<file path="src/logic/axis_drive_pkg.sv">
package axis_drive_pkg;
    localparam int CLK_PERIOD_NS    = 5;
    localparam int NUM_AXES         = 8;
    localparam int AXES_PER_CTRL    = 4;
    localparam int DATA_W           = 16;
    localparam int ADDR_W           = 6;
    localparam int AXIS_SEL_LSB     = 3;
    localparam int LIMITS_PER_AXIS  = 2;
    localparam int STOPS_PER_AXIS   = 3;
    localparam int GEN_OUTS_PER_AXIS = 3;

    // Longest times round down, least times round up
    localparam int OUTPUT_SETTLE_NS  = 250;
    localparam int OUTPUT_SETTLE_CYC = OUTPUT_SETTLE_NS / CLK_PERIOD_NS;
    localparam int DRIVE_START_NS    = 650;
    localparam int DRIVE_START_CYC   = DRIVE_START_NS / CLK_PERIOD_NS;
    localparam int DIR_VALID_NS      = 275;
    localparam int DIR_VALID_CYC     = DIR_VALID_NS / CLK_PERIOD_NS;
    localparam int DIR_SETUP_NS      = 375;
    localparam int DIR_SETUP_CYC     =
        (DIR_SETUP_NS + CLK_PERIOD_NS - 1) / CLK_PERIOD_NS;
    localparam int HOST_GAP_NS       = 500;
    localparam int HOST_GAP_CYC      =
        (HOST_GAP_NS + CLK_PERIOD_NS - 1) / CLK_PERIOD_NS;
    localparam int ENC_GAP_NS        = 200;
    localparam int FILTER_DELAY_US   = 512;

    localparam logic [2:0] REG_COMMAND = 3'h0;
    localparam logic [2:0] REG_PERIOD  = 3'h1;
    localparam logic [2:0] REG_MODE    = 3'h2;
    localparam logic [2:0] REG_STATUS3 = 3'h3;
    localparam logic [2:0] REG_OUTVAL  = 3'h4;
    localparam logic [2:0] REG_OUTEN   = 3'h5;

    localparam logic [15:0] CMD_DRIVE_POS    = 16'h0020;
    localparam logic [15:0] CMD_DRIVE_NEG    = 16'h0021;
    localparam logic [15:0] CMD_DECEL_STOP   = 16'h0026;
    localparam logic [15:0] CMD_INSTANT_STOP = 16'h0027;

    localparam int MODE_ONE_PULSE  = 0;
    localparam int MODE_LIMIT_DEC  = 1;
    localparam int MODE_STOP_EN    = 2;
    localparam int MODE_STOP_DEC   = 5;
    localparam int MODE_INT_EN     = 6;
    localparam int ST_DRIVE        = 0;
    localparam int ST_ERROR        = 1;
    localparam int ST3_END         = 0;

    localparam logic [15:0] PERIOD_RESET = 16'h0064;
    localparam logic [15:0] PERIOD_MIN   = 16'h0004;
    localparam logic [15:0] PERIOD_MAX   = 16'hC000;
    localparam logic [3:0]  DECEL_LAST   = 4'h7;
    localparam int          DECEL_SHIFT  = 2;
    localparam logic [6:0]  SETUP_LAST   = 7'(DIR_SETUP_CYC - 1);

    typedef enum logic [1:0] {
        AX_IDLE  = 2'b00,
        AX_SETUP = 2'b01,
        AX_RUN   = 2'b10,
        AX_DECEL = 2'b11
    } axis_state_t;
endpackage

</file>
<file path="src/logic/axis_bus_if.sv">
`timescale 1ns/10ps
interface axis_bus_if
    import axis_drive_pkg::*;
(
    input wire logic core_clk   // Shared clock
);
    logic              boardResetN;
    logic              wrStrobe;
    logic              rdStrobe;
    logic [ADDR_W-1:0] addr;
    logic [DATA_W-1:0] wrData;
    logic [DATA_W-1:0] rdData;
    logic              rdValid;
    logic              intaOut;
    logic              intaOeN;
    wire logic         intaN;

    // Open-drain request line with pull-up
    assign intaN = intaOeN ? 1'b1 : intaOut;

    modport board (
        input  boardResetN, wrStrobe, rdStrobe, addr, wrData,
        output rdData, rdValid, intaOut, intaOeN
    );
    modport host (
        output boardResetN, wrStrobe, rdStrobe, addr, wrData,
        input  rdData, rdValid, intaN
    );
endinterface

</file>
<file path="src/logic/axis_board.sv">
`timescale 1ns/10ps
module axis_board
    import axis_drive_pkg::*;
#(
    parameter int FILTER_CYCLES = FILTER_DELAY_US * 1000 / CLK_PERIOD_NS
) (
    input  wire logic                  core_clk,          // Clock
    input  wire logic                  sys_rst,           // Sync reset
    axis_bus_if.board                  bus,               // Host side
    input  wire logic                  emergencyHalt,     // Halt pin
    input  wire logic [NUM_AXES*2-1:0] overrunLimits,     // +,- per axis
    input  wire logic [NUM_AXES*3-1:0] stopInputs,        // Stop0..2
    output logic      [NUM_AXES-1:0]   pulseOutPositive,  // Drive pulse
    output logic      [NUM_AXES-1:0]   directionOut,      // Dir or - pulse
    output logic      [NUM_AXES-1:0]   holdOffOut,        // Output zero
    output logic      [NUM_AXES*3-1:0] generalOuts        // Outputs 1..3
);
    localparam int NUM_IN = 1 + NUM_AXES * (LIMITS_PER_AXIS + STOPS_PER_AXIS);

    logic                rst;
    logic [NUM_IN-1:0]   rawIns;
    logic [NUM_IN-1:0]   fltIns;
    logic                emgF;
    logic [NUM_AXES*2-1:0] limF;
    logic [NUM_AXES*3-1:0] stopF;
    logic [2:0]          selAxis;
    logic [2:0]          selReg;
    axis_state_t         state    [NUM_AXES];
    logic [15:0]         period   [NUM_AXES];
    logic [15:0]         mode     [NUM_AXES];
    logic [15:0]         outVal   [NUM_AXES];
    logic [15:0]         outEn    [NUM_AXES];
    logic [15:0]         curPeriod[NUM_AXES];
    logic [15:0]         phase    [NUM_AXES];
    logic [6:0]          setupCnt [NUM_AXES];
    logic [3:0]          decelCnt [NUM_AXES];
    logic [NUM_AXES-1:0] dirMinus;
    logic [NUM_AXES-1:0] stopPend;
    logic [NUM_AXES-1:0] decelPend;
    logic [NUM_AXES-1:0] errorFlag;
    logic [NUM_AXES-1:0] intFlag;
    logic [NUM_AXES-1:0] endEvent;
    logic [NUM_AXES-1:0] pulseOn;
    logic [NUM_AXES-1:0] boundary;
    logic [NUM_AXES-1:0] instCause;
    logic [NUM_AXES-1:0] decCause;

    // Board reset from the host acts like the system reset
    assign rst     = sys_rst | ~bus.boardResetN;
    assign selAxis = bus.addr[ADDR_W-1:AXIS_SEL_LSB];
    assign selReg  = bus.addr[AXIS_SEL_LSB-1:0];
    assign rawIns  = {emergencyHalt, overrunLimits, stopInputs};
    assign emgF    = fltIns[NUM_IN-1];
    assign limF    = fltIns[NUM_IN-2 -: NUM_AXES*2];
    assign stopF   = fltIns[NUM_AXES*3-1:0];

    ////////////////////////////////////////////////////////////////////////
    // Sync and integral filtering
    for (genvar g = 0; g < NUM_IN; g++) begin : gFilt
        input_filter #(
            .DELAY_CYCLES(FILTER_CYCLES)
        ) uFilt (
            .core_clk(core_clk),
            .sys_rst (rst),
            .rawIn   (rawIns[g]),
            .filtered(fltIns[g])
        );
    end

    ////////////////////////////////////////////////////////////////////////
    always_comb begin
        for (int i = 0; i < NUM_AXES; i++) begin
            logic limHit;
            logic stpHit;
            logic cmdWr;
            limHit = dirMinus[i] ? limF[2*i+1] : limF[2*i];
            stpHit = |(stopF[3*i +: 3] & mode[i][MODE_STOP_EN +: 3]);
            cmdWr  = bus.wrStrobe && selAxis == 3'(i)
                     && selReg == REG_COMMAND;
            instCause[i] = (limHit && !mode[i][MODE_LIMIT_DEC])
                        || (stpHit && !mode[i][MODE_STOP_DEC])
                        || (cmdWr && bus.wrData == CMD_INSTANT_STOP);
            decCause[i] = (limHit && mode[i][MODE_LIMIT_DEC])
                       || (stpHit && mode[i][MODE_STOP_DEC])
                       || (cmdWr && bus.wrData == CMD_DECEL_STOP);
            pulseOn[i]  = (state[i] == AX_RUN || state[i] == AX_DECEL)
                       && phase[i] < (curPeriod[i] >> 1);
            // Pulse edges at the speed now in effect
            boundary[i] = phase[i] == curPeriod[i] - 16'h0001;
        end
    end

    ////////////////////////////////////////////////////////////////////////
    // Drive sequencing per axis
    always_ff @(posedge core_clk) begin
        for (int i = 0; i < NUM_AXES; i++) begin
            endEvent[i] <= 1'b0;
            if (rst) begin
                state[i]     <= AX_IDLE;
                dirMinus[i]  <= 1'b0;
                stopPend[i]  <= 1'b0;
                decelPend[i] <= 1'b0;
                errorFlag[i] <= 1'b0;
                phase[i]     <= 16'h0000;
                setupCnt[i]  <= 7'h00;
                decelCnt[i]  <= 4'h0;
                curPeriod[i] <= PERIOD_RESET;
            end else if (emgF) begin
                // Halt every axis at once, flag error
                errorFlag[i] <= 1'b1;
                if (state[i] != AX_IDLE) begin
                    endEvent[i] <= 1'b1;
                end
                state[i] <= AX_IDLE;
            end else begin
                unique case (state[i])
                    AX_IDLE: begin
                        stopPend[i]  <= 1'b0;
                        decelPend[i] <= 1'b0;
                        if (bus.wrStrobe && selAxis == 3'(i)
                            && selReg == REG_COMMAND
                            && (bus.wrData == CMD_DRIVE_POS
                             || bus.wrData == CMD_DRIVE_NEG)) begin
                            // Direction set on the next edge
                            dirMinus[i]  <= bus.wrData == CMD_DRIVE_NEG;
                            errorFlag[i] <= 1'b0;
                            curPeriod[i] <= period[i];
                            phase[i]     <= 16'h0000;
                            setupCnt[i]  <= 7'h00;
                            decelCnt[i]  <= 4'h0;
                            state[i] <= mode[i][MODE_ONE_PULSE]
                                        ? AX_SETUP : AX_RUN;
                        end
                    end
                    AX_SETUP: begin
                        setupCnt[i] <= setupCnt[i] + 7'h01;
                        if (instCause[i]) begin
                            state[i] <= AX_IDLE;
                        end else if (setupCnt[i] == SETUP_LAST) begin
                            state[i] <= AX_RUN;
                        end
                    end
                    AX_RUN, AX_DECEL: begin
                        stopPend[i]  <= stopPend[i] | instCause[i];
                        decelPend[i] <= decelPend[i] | decCause[i];
                        phase[i]     <= boundary[i] ? 16'h0000
                                        : phase[i] + 16'h0001;
                        if (boundary[i]) begin
                            if (stopPend[i] || instCause[i] || (
                                state[i] == AX_DECEL
                                && decelCnt[i] == DECEL_LAST)) begin
                                state[i]    <= AX_IDLE;
                                endEvent[i] <= 1'b1;
                            end else if (state[i] == AX_DECEL) begin
                                decelCnt[i] <= decelCnt[i] + 4'h1;
                                if (curPeriod[i] < PERIOD_MAX) begin
                                    curPeriod[i] <= curPeriod[i]
                                        + (curPeriod[i] >> DECEL_SHIFT);
                                end
                            end else if (decelPend[i] || decCause[i]) begin
                                state[i] <= AX_DECEL;
                            end
                        end
                    end
                endcase
            end
        end
    end

    ////////////////////////////////////////////////////////////////////////
    // Host-written registers
    always_ff @(posedge core_clk) begin
        for (int i = 0; i < NUM_AXES; i++) begin
            if (rst) begin
                period[i] <= PERIOD_RESET;
                mode[i]   <= 16'h0000;
                outVal[i] <= 16'h0000;
                outEn[i]  <= 16'h0000;
            end else if (bus.wrStrobe && selAxis == 3'(i)) begin
                unique case (selReg)
                    REG_PERIOD: period[i] <= (bus.wrData < PERIOD_MIN)
                                             ? PERIOD_MIN : bus.wrData;
                    REG_MODE:   mode[i]   <= bus.wrData;
                    REG_OUTVAL: outVal[i] <= bus.wrData;
                    REG_OUTEN:  outEn[i]  <= bus.wrData;
                    default: ;
                endcase
            end
        end
    end

    ////////////////////////////////////////////////////////////////////////
    // Interrupt flags; a new end event beats a same-cycle clear
    always_ff @(posedge core_clk) begin
        for (int i = 0; i < NUM_AXES; i++) begin
            if (rst) begin
                intFlag[i] <= 1'b0;
            end else begin
                intFlag[i] <= (endEvent[i] && mode[i][MODE_INT_EN])
                    || (intFlag[i] && !(bus.rdStrobe
                        && selAxis == 3'(i) && selReg == REG_STATUS3));
            end
        end
    end

    // Both controllers share one active-low line
    always_ff @(posedge core_clk) begin
        if (rst) begin
            bus.intaOeN <= 1'b1;
        end else begin
            bus.intaOeN <= ~(|intFlag[AXES_PER_CTRL-1:0]
                           | |intFlag[NUM_AXES-1:AXES_PER_CTRL]);
        end
    end
    assign bus.intaOut = 1'b0;

    ////////////////////////////////////////////////////////////////////////
    // Read answers one cycle after the strobe
    always_ff @(posedge core_clk) begin
        if (rst) begin
            bus.rdValid <= 1'b0;
            bus.rdData  <= 16'h0000;
        end else begin
            bus.rdValid <= bus.rdStrobe;
            unique case (selReg)
                REG_COMMAND: bus.rdData <= 16'(
                    {errorFlag[selAxis], state[selAxis] != AX_IDLE});
                REG_PERIOD:  bus.rdData <= period[selAxis];
                REG_MODE:    bus.rdData <= mode[selAxis];
                REG_STATUS3: bus.rdData <= 16'(intFlag[selAxis]);
                REG_OUTVAL:  bus.rdData <= outVal[selAxis];
                REG_OUTEN:   bus.rdData <= outEn[selAxis];
                default:     bus.rdData <= 16'h0000;
            endcase
        end
    end

    ////////////////////////////////////////////////////////////////////////
    // Registered outputs settle one edge into reset
    always_ff @(posedge core_clk) begin
        for (int i = 0; i < NUM_AXES; i++) begin
            if (rst) begin
                pulseOutPositive[i] <= 1'b0;
                directionOut[i]     <= 1'b0;
                holdOffOut[i]       <= 1'b0;
                generalOuts[3*i +: 3] <= 3'h0;
            end else begin
                if (mode[i][MODE_ONE_PULSE]) begin
                    pulseOutPositive[i] <= pulseOn[i];
                    directionOut[i]     <= dirMinus[i];
                end else begin
                    pulseOutPositive[i] <= pulseOn[i] & ~dirMinus[i];
                    directionOut[i]     <= pulseOn[i] & dirMinus[i];
                end
                holdOffOut[i] <= outEn[i][0] & outVal[i][0];
                generalOuts[3*i +: 3] <= outEn[i][3:1] & outVal[i][3:1];
            end
        end
    end
endmodule

</file>
<file path="src/logic/input_filter.sv">
`timescale 1ns/10ps
module input_filter #(
    parameter int DELAY_CYCLES = 16
) (
    input  wire logic core_clk,  // Clock
    input  wire logic sys_rst,   // Sync reset
    input  wire logic rawIn,     // Pin level, async
    output logic      filtered   // Integrated level
);
    localparam int CNT_W = $clog2(DELAY_CYCLES + 1);
    localparam logic [CNT_W-1:0] CNT_FULL = CNT_W'(DELAY_CYCLES);
    localparam logic [CNT_W-1:0] CNT_ZERO = '0;

    logic             syncA;
    logic             syncB;
    logic [CNT_W-1:0] level;

    always_ff @(posedge core_clk) begin
        syncA <= rawIn;
        syncB <= syncA;
    end

    // Integrator rejects glitches shorter than the delay
    always_ff @(posedge core_clk) begin
        if (sys_rst) begin
            level    <= CNT_ZERO;
            filtered <= 1'b0;
        end else begin
            if (syncB && level != CNT_FULL) begin
                level <= level + 1'b1;
            end else if (!syncB && level != CNT_ZERO) begin
                level <= level - 1'b1;
            end
            if (level == CNT_FULL) begin
                filtered <= 1'b1;
            end else if (level == CNT_ZERO) begin
                filtered <= 1'b0;
            end
        end
    end
endmodule

</file>
<file path="src/flat_wrapper.sv">
// flat-port wrapper written by rule: the top's interface ports become plain ports
module axis_board_flat import axis_drive_pkg::*;
#(
    parameter int FILTER_CYCLES = FILTER_DELAY_US * 1000 / CLK_PERIOD_NS
)
  (core_clk, sys_rst, emergencyHalt, overrunLimits, stopInputs, pulseOutPositive, directionOut, holdOffOut, generalOuts, bus_boardResetN, bus_wrStrobe, bus_rdStrobe, bus_addr, bus_wrData, bus_rdData, bus_rdValid, bus_intaOut, bus_intaOeN);
  axis_bus_if bus_i (.core_clk(core_clk));
  input  wire logic core_clk;
  input  wire logic sys_rst;
  input  wire logic emergencyHalt;
  input  wire logic [NUM_AXES*2-1:0] overrunLimits;
  input  wire logic [NUM_AXES*3-1:0] stopInputs;
  output logic      [NUM_AXES-1:0] pulseOutPositive;
  output logic      [NUM_AXES-1:0] directionOut;
  output logic      [NUM_AXES-1:0] holdOffOut;
  output logic      [NUM_AXES*3-1:0] generalOuts;
  input wire logic [$bits(bus_i.boardResetN)-1:0] bus_boardResetN;
  input wire logic [$bits(bus_i.wrStrobe)-1:0] bus_wrStrobe;
  input wire logic [$bits(bus_i.rdStrobe)-1:0] bus_rdStrobe;
  input wire logic [$bits(bus_i.addr)-1:0] bus_addr;
  input wire logic [$bits(bus_i.wrData)-1:0] bus_wrData;
  output wire logic [$bits(bus_i.rdData)-1:0] bus_rdData;
  output wire logic [$bits(bus_i.rdValid)-1:0] bus_rdValid;
  output wire logic [$bits(bus_i.intaOut)-1:0] bus_intaOut;
  output wire logic [$bits(bus_i.intaOeN)-1:0] bus_intaOeN;
  assign bus_i.boardResetN = bus_boardResetN;
  assign bus_i.wrStrobe = bus_wrStrobe;
  assign bus_i.rdStrobe = bus_rdStrobe;
  assign bus_i.addr = bus_addr;
  assign bus_i.wrData = bus_wrData;
  assign bus_rdData = bus_i.rdData;
  assign bus_rdValid = bus_i.rdValid;
  assign bus_intaOut = bus_i.intaOut;
  assign bus_intaOeN = bus_i.intaOeN;
  axis_board #(.FILTER_CYCLES(FILTER_CYCLES)) u_core (.core_clk(core_clk), .sys_rst(sys_rst), .bus(bus_i), .emergencyHalt(emergencyHalt), .overrunLimits(overrunLimits), .stopInputs(stopInputs), .pulseOutPositive(pulseOutPositive), .directionOut(directionOut), .holdOffOut(holdOffOut), .generalOuts(generalOuts));
endmodule
</file>
<file path="config.mk">
export PLATFORM = sky130hd
export DESIGN_NAME = axis_board_flat
export DESIGN_NICKNAME = d
export VERILOG_FILES = /design/src/logic/axis_drive_pkg.sv /design/src/logic/axis_bus_if.sv /design/src/logic/axis_board.sv /design/src/logic/input_filter.sv /design/src/flat_wrapper.sv
export SDC_FILE = /design/constraint.sdc
export NUM_CORES = 2
export LEC_CHECK = 0
export ABC_AREA = 0
export BUFFER_PORTS_ARGS = -buffer_cell sky130_fd_sc_hd__buf_2
export CAP_MARGIN = 20
export CORE_MARGIN = 2
export CORE_UTILIZATION = 65
export DETAILED_ROUTE_END_ITERATION = 10
export PLACE_DENSITY = 0.79
export SYNTH_ARGS = -nofsm -noshare
export SYNTH_HDL_FRONTEND = slang
export SYNTH_SLANG_ARGS = --single-unit
</file>
<file path="constraint.sdc">
create_clock -name core_clk -period 5.1 [get_ports core_clk]
set_input_delay 0 -clock core_clk [delete_from_list [all_inputs] [get_ports core_clk]]
set_output_delay 0 -clock core_clk [all_outputs]
set_load 0.02 [all_outputs]
</file>
==> reports/summary.txt <==
Status -> finished clean
Required @ worst endpoint -> 5.58 ns
# Post-CTS Setup Buffers -> 0
CTS sink count -> 1806
WL per Instance -> 20.2 um
Unique masters post-synth -> 88
Crit path time final -> 4.44 ns
Main synth FF type -> dfxtp_1
Row cnt -> 150
Normalized max-slew margin -> 11.5%
Syn Inst Count -> 11.4k
Via count -> 90.0k
Setup Viol. Count Final -> 0
Max-capacitance violation count -> 0
Ports -> 135
Gr usage total -> 32.1%
Core area -> 167000 um2
Worst min path class -> input pin to flop
Avg Cell Area, Syn -> 9.59 um2
Max clock buf depth -> 3
Fraction of layout cells with a size suffix above 1 -> 6.93%
DIE WIDTH -> 414 um
Total Power Consumption -> 39.4 mW
Vias in the first global route -> 86.8k
Yosys top cell by area -> edfxtp_1
Synth Register Bits -> 1806
Initial antenna violation count -> 15
Unrepaired setup endpoints after global routing -> false
Crit. End Element -> flop
Area grow syn2layout -> 10.3%
Top-count cell post-synth -> nor2_1
H-tree depth -> 4
Vias per Instance -> 6.42
Routability cong. -> 0.960
Seq/Total Area, Yosys -> 41.0%
PD cells -> 327 nW/um2
Hpwl dp -> 199000 um
Largest net degree at the start of global routing -> 141
Register area -> 44900 um2
Final core occ -> 72.1%
Setup TNS -> 0 ns
Share of Yosys cell area claimed by the top area cell type -> 23.9%
Synthesis Warnings -> 0
Nets -> 12.6k
Final Slew Violations -> 0
Initial Util -> 65.4%
TritonCTS Buffers -> 193
Startpoint Class -> flop
Leak -> 50.2 nW
DRC -> 0
Slew @ Worst Pin -> 1.32 ns
Fin crit share -> 87.0%
Clk slew on worst S/H paths -> 0.06 ns
Iter 0 DRT Violations -> 8680
Root buf cell -> clkbuf_16
Area of the multi-input gates -> 61700 um2
Post-synth EDFFs -> 872
Clock skew -> 0.0587 ns
Syn Std Cell Area -> 109000 um2
Die area -> 172000 um2
IO buf count -> 133
Async SR Flop Fraction -> 0%
Maximum vdd drop -> 0.394 mV
Clock latency on the worst-skew pair -> 0.90 ns
Post-CTS sizing -> 0
Synth area leaders -> edfxtp_1, dfxtp_1, ha_1, nor2_1, xor2_1
First-pass GRT wire length -> 452000 um
Fmax -> 225 MHz
Max Fanout on Critical Path -> 17
Routed wire length -> 284000 um
Die height -> 414 um
Post-synth top cells -> nor2_1, dfxtp_1, ha_1
Net count after synthesis -> 12.4k
Endpoints failing hold -> 0
Fill cell count -> 11.9k
Remaining antenna violation count after routing -> 0
Grt total ovfl -> 0
TritonRoute pass-1 iters -> 6
CTS tree -> yes
WS Path Type -> flop to flop
Crit path DAT -> 4.92 ns
-- per-stage QoR --
step | hold slack [ns] | cell area [um2] | instances | setup slack [ns]
after floorplan | 0.0277 | 109000 | 11400 | 0.444
after global placement | 0.102 | 113000 | 13500 | 0.949
after detailed placement | 0.104 | 113000 | 13500 | 0.741
after CTS | 0.0297 | 121000 | 14000 | 0.721
after global routing | 0.0747 | 121000 | 14000 | 0.235
final | 0.103 | 121000 | 14000 | 0.663
-- timing repair --
| item | 4_1_cts | 5_1_grt |
|---|---|---|
| hold buffers | 111 | 0 |
| hold endpoints to repair | 683 | 0 |
| setup endpoints to repair | 0 | 0 |
-- routing by layer --
metal	wire, um	track usage (%)	part of all wire (%)	vias to the layer above
met3	25600	6.66	9.0	749
met2	133000	53.3	47	3611
li1	-	-	-	42600
met1	112000	40.5	39	43000
met5	91	0	0.032	-
met4	13300	14.3	4.7	12
-- path summary, 6_finish.rpt --
path | from | to | slack (ns) | cells after the start
setup / recovery | u_core.curPeriod[0][49] | u_core.curPeriod[0][56] | 0.66 | 11
hold / removal | bus_rdStrobe | u_core.bus.rdValid | 0.10 | 3
setup reg to reg | u_core.curPeriod[0][49] | u_core.curPeriod[0][56] | 0.66 | 11
hold reg to reg | u_core.gFilt[23].uFilt.syncA | u_core.gFilt[23].uFilt.syncB | 0.32 | 0
-- critical path, cell delays in order (launching register included) --
cell       delay (ns)
edfxtp_1         0.46
inv_1            0.14
ha_1             0.26
or4b_2           0.71
nor2_1           0.36
a21oi_1          0.15
a2111oi_0        0.41
o2111ai_1        0.26
nor4_1           0.42
o2111ai_1        0.17
buf_4            0.23
nand2_1          0.49
-- final cells by class --
| cell class | count | area share (%) |
|---|---|---|
| inverters | 401 | 1.25 |
| multi-input cells | 8852 | 51.2 |
| repair buffers | 388 | 2.41 |
| clock buffers | 270 | 4.56 |
| diodes | 6 | 0.0124 |
| clock inverters | 93 | 1.12 |
| flip-flops and latches | 1806 | 37.2 |
| well taps | 2204 | 2.29 |
-- where the power goes --
group | leakage, nW | switching (mW) | total, mW | internal [mW]
Clock | 3.33 | 6.24 | 14.9 | 8.70
Combinational | 29.7 | 4.29 | 7.46 | 3.17
Sequential | 17.1 | 0.912 | 17.0 | 16.1
-- kinds of logic after synthesis --
group / Yosys count / share of synthesized area [%]
muxes: 262 / 3.94
DFF: 1806 / 41.0
other: 1 / 0.00343
adders and majority gates: 928 / 11.0
AOI/OAI and AO/OA: 2518 / 14.9
xor gates and xnor gates: 889 / 7.12
and+or+nand+nor: 4254 / 19.4
buffers and inverters: 749 / 2.59
-- placed cells by master (no fill, tap or decap), types with 71 or more instances in the layout --
master,n
a211oi_1,151
a21o_1,277
a21oi_1,611
a22o_1,71
a31oi_1,149
and2_1,402
and3_1,280
buf_2,130
buf_4,143
clkbuf_16,198
dfxtp_1,933
dlygate4sd3_1,111
edfxtp_1,872
ha_1,879
inv_1,398
mux2i_1,119
mux4_2,134
nand2_1,580
nand2b_1,100
nand3_1,353
nand4_1,178
nor2_1,1346
nor2b_1,131
nor3_1,334
nor4_1,178
o211ai_1,96
o21a_1,78
o21ai_0,488
o21bai_1,107
o31ai_1,87
or3_1,143
xnor2_1,440
xor2_1,449
-- flip-flops by register name (all words and copies together), names as in the netlist, 16 cells and up --
register / count
u_core.bus.rdData: 16
u_core.curPeriod: 128
u_core.decelCnt: 32
u_core.gFilt.uFilt.filtered: 41
u_core.gFilt.uFilt.level: 697
u_core.gFilt.uFilt.syncA: 41
u_core.gFilt.uFilt.syncB: 41
u_core.generalOuts: 24
u_core.mode: 128
u_core.outEn: 128
u_core.outVal: 128
u_core.period: 128
u_core.phase: 128
u_core.setupCnt: 56
u_core.state: 16
No activity file was read; power rests on OpenSTA's default activity.
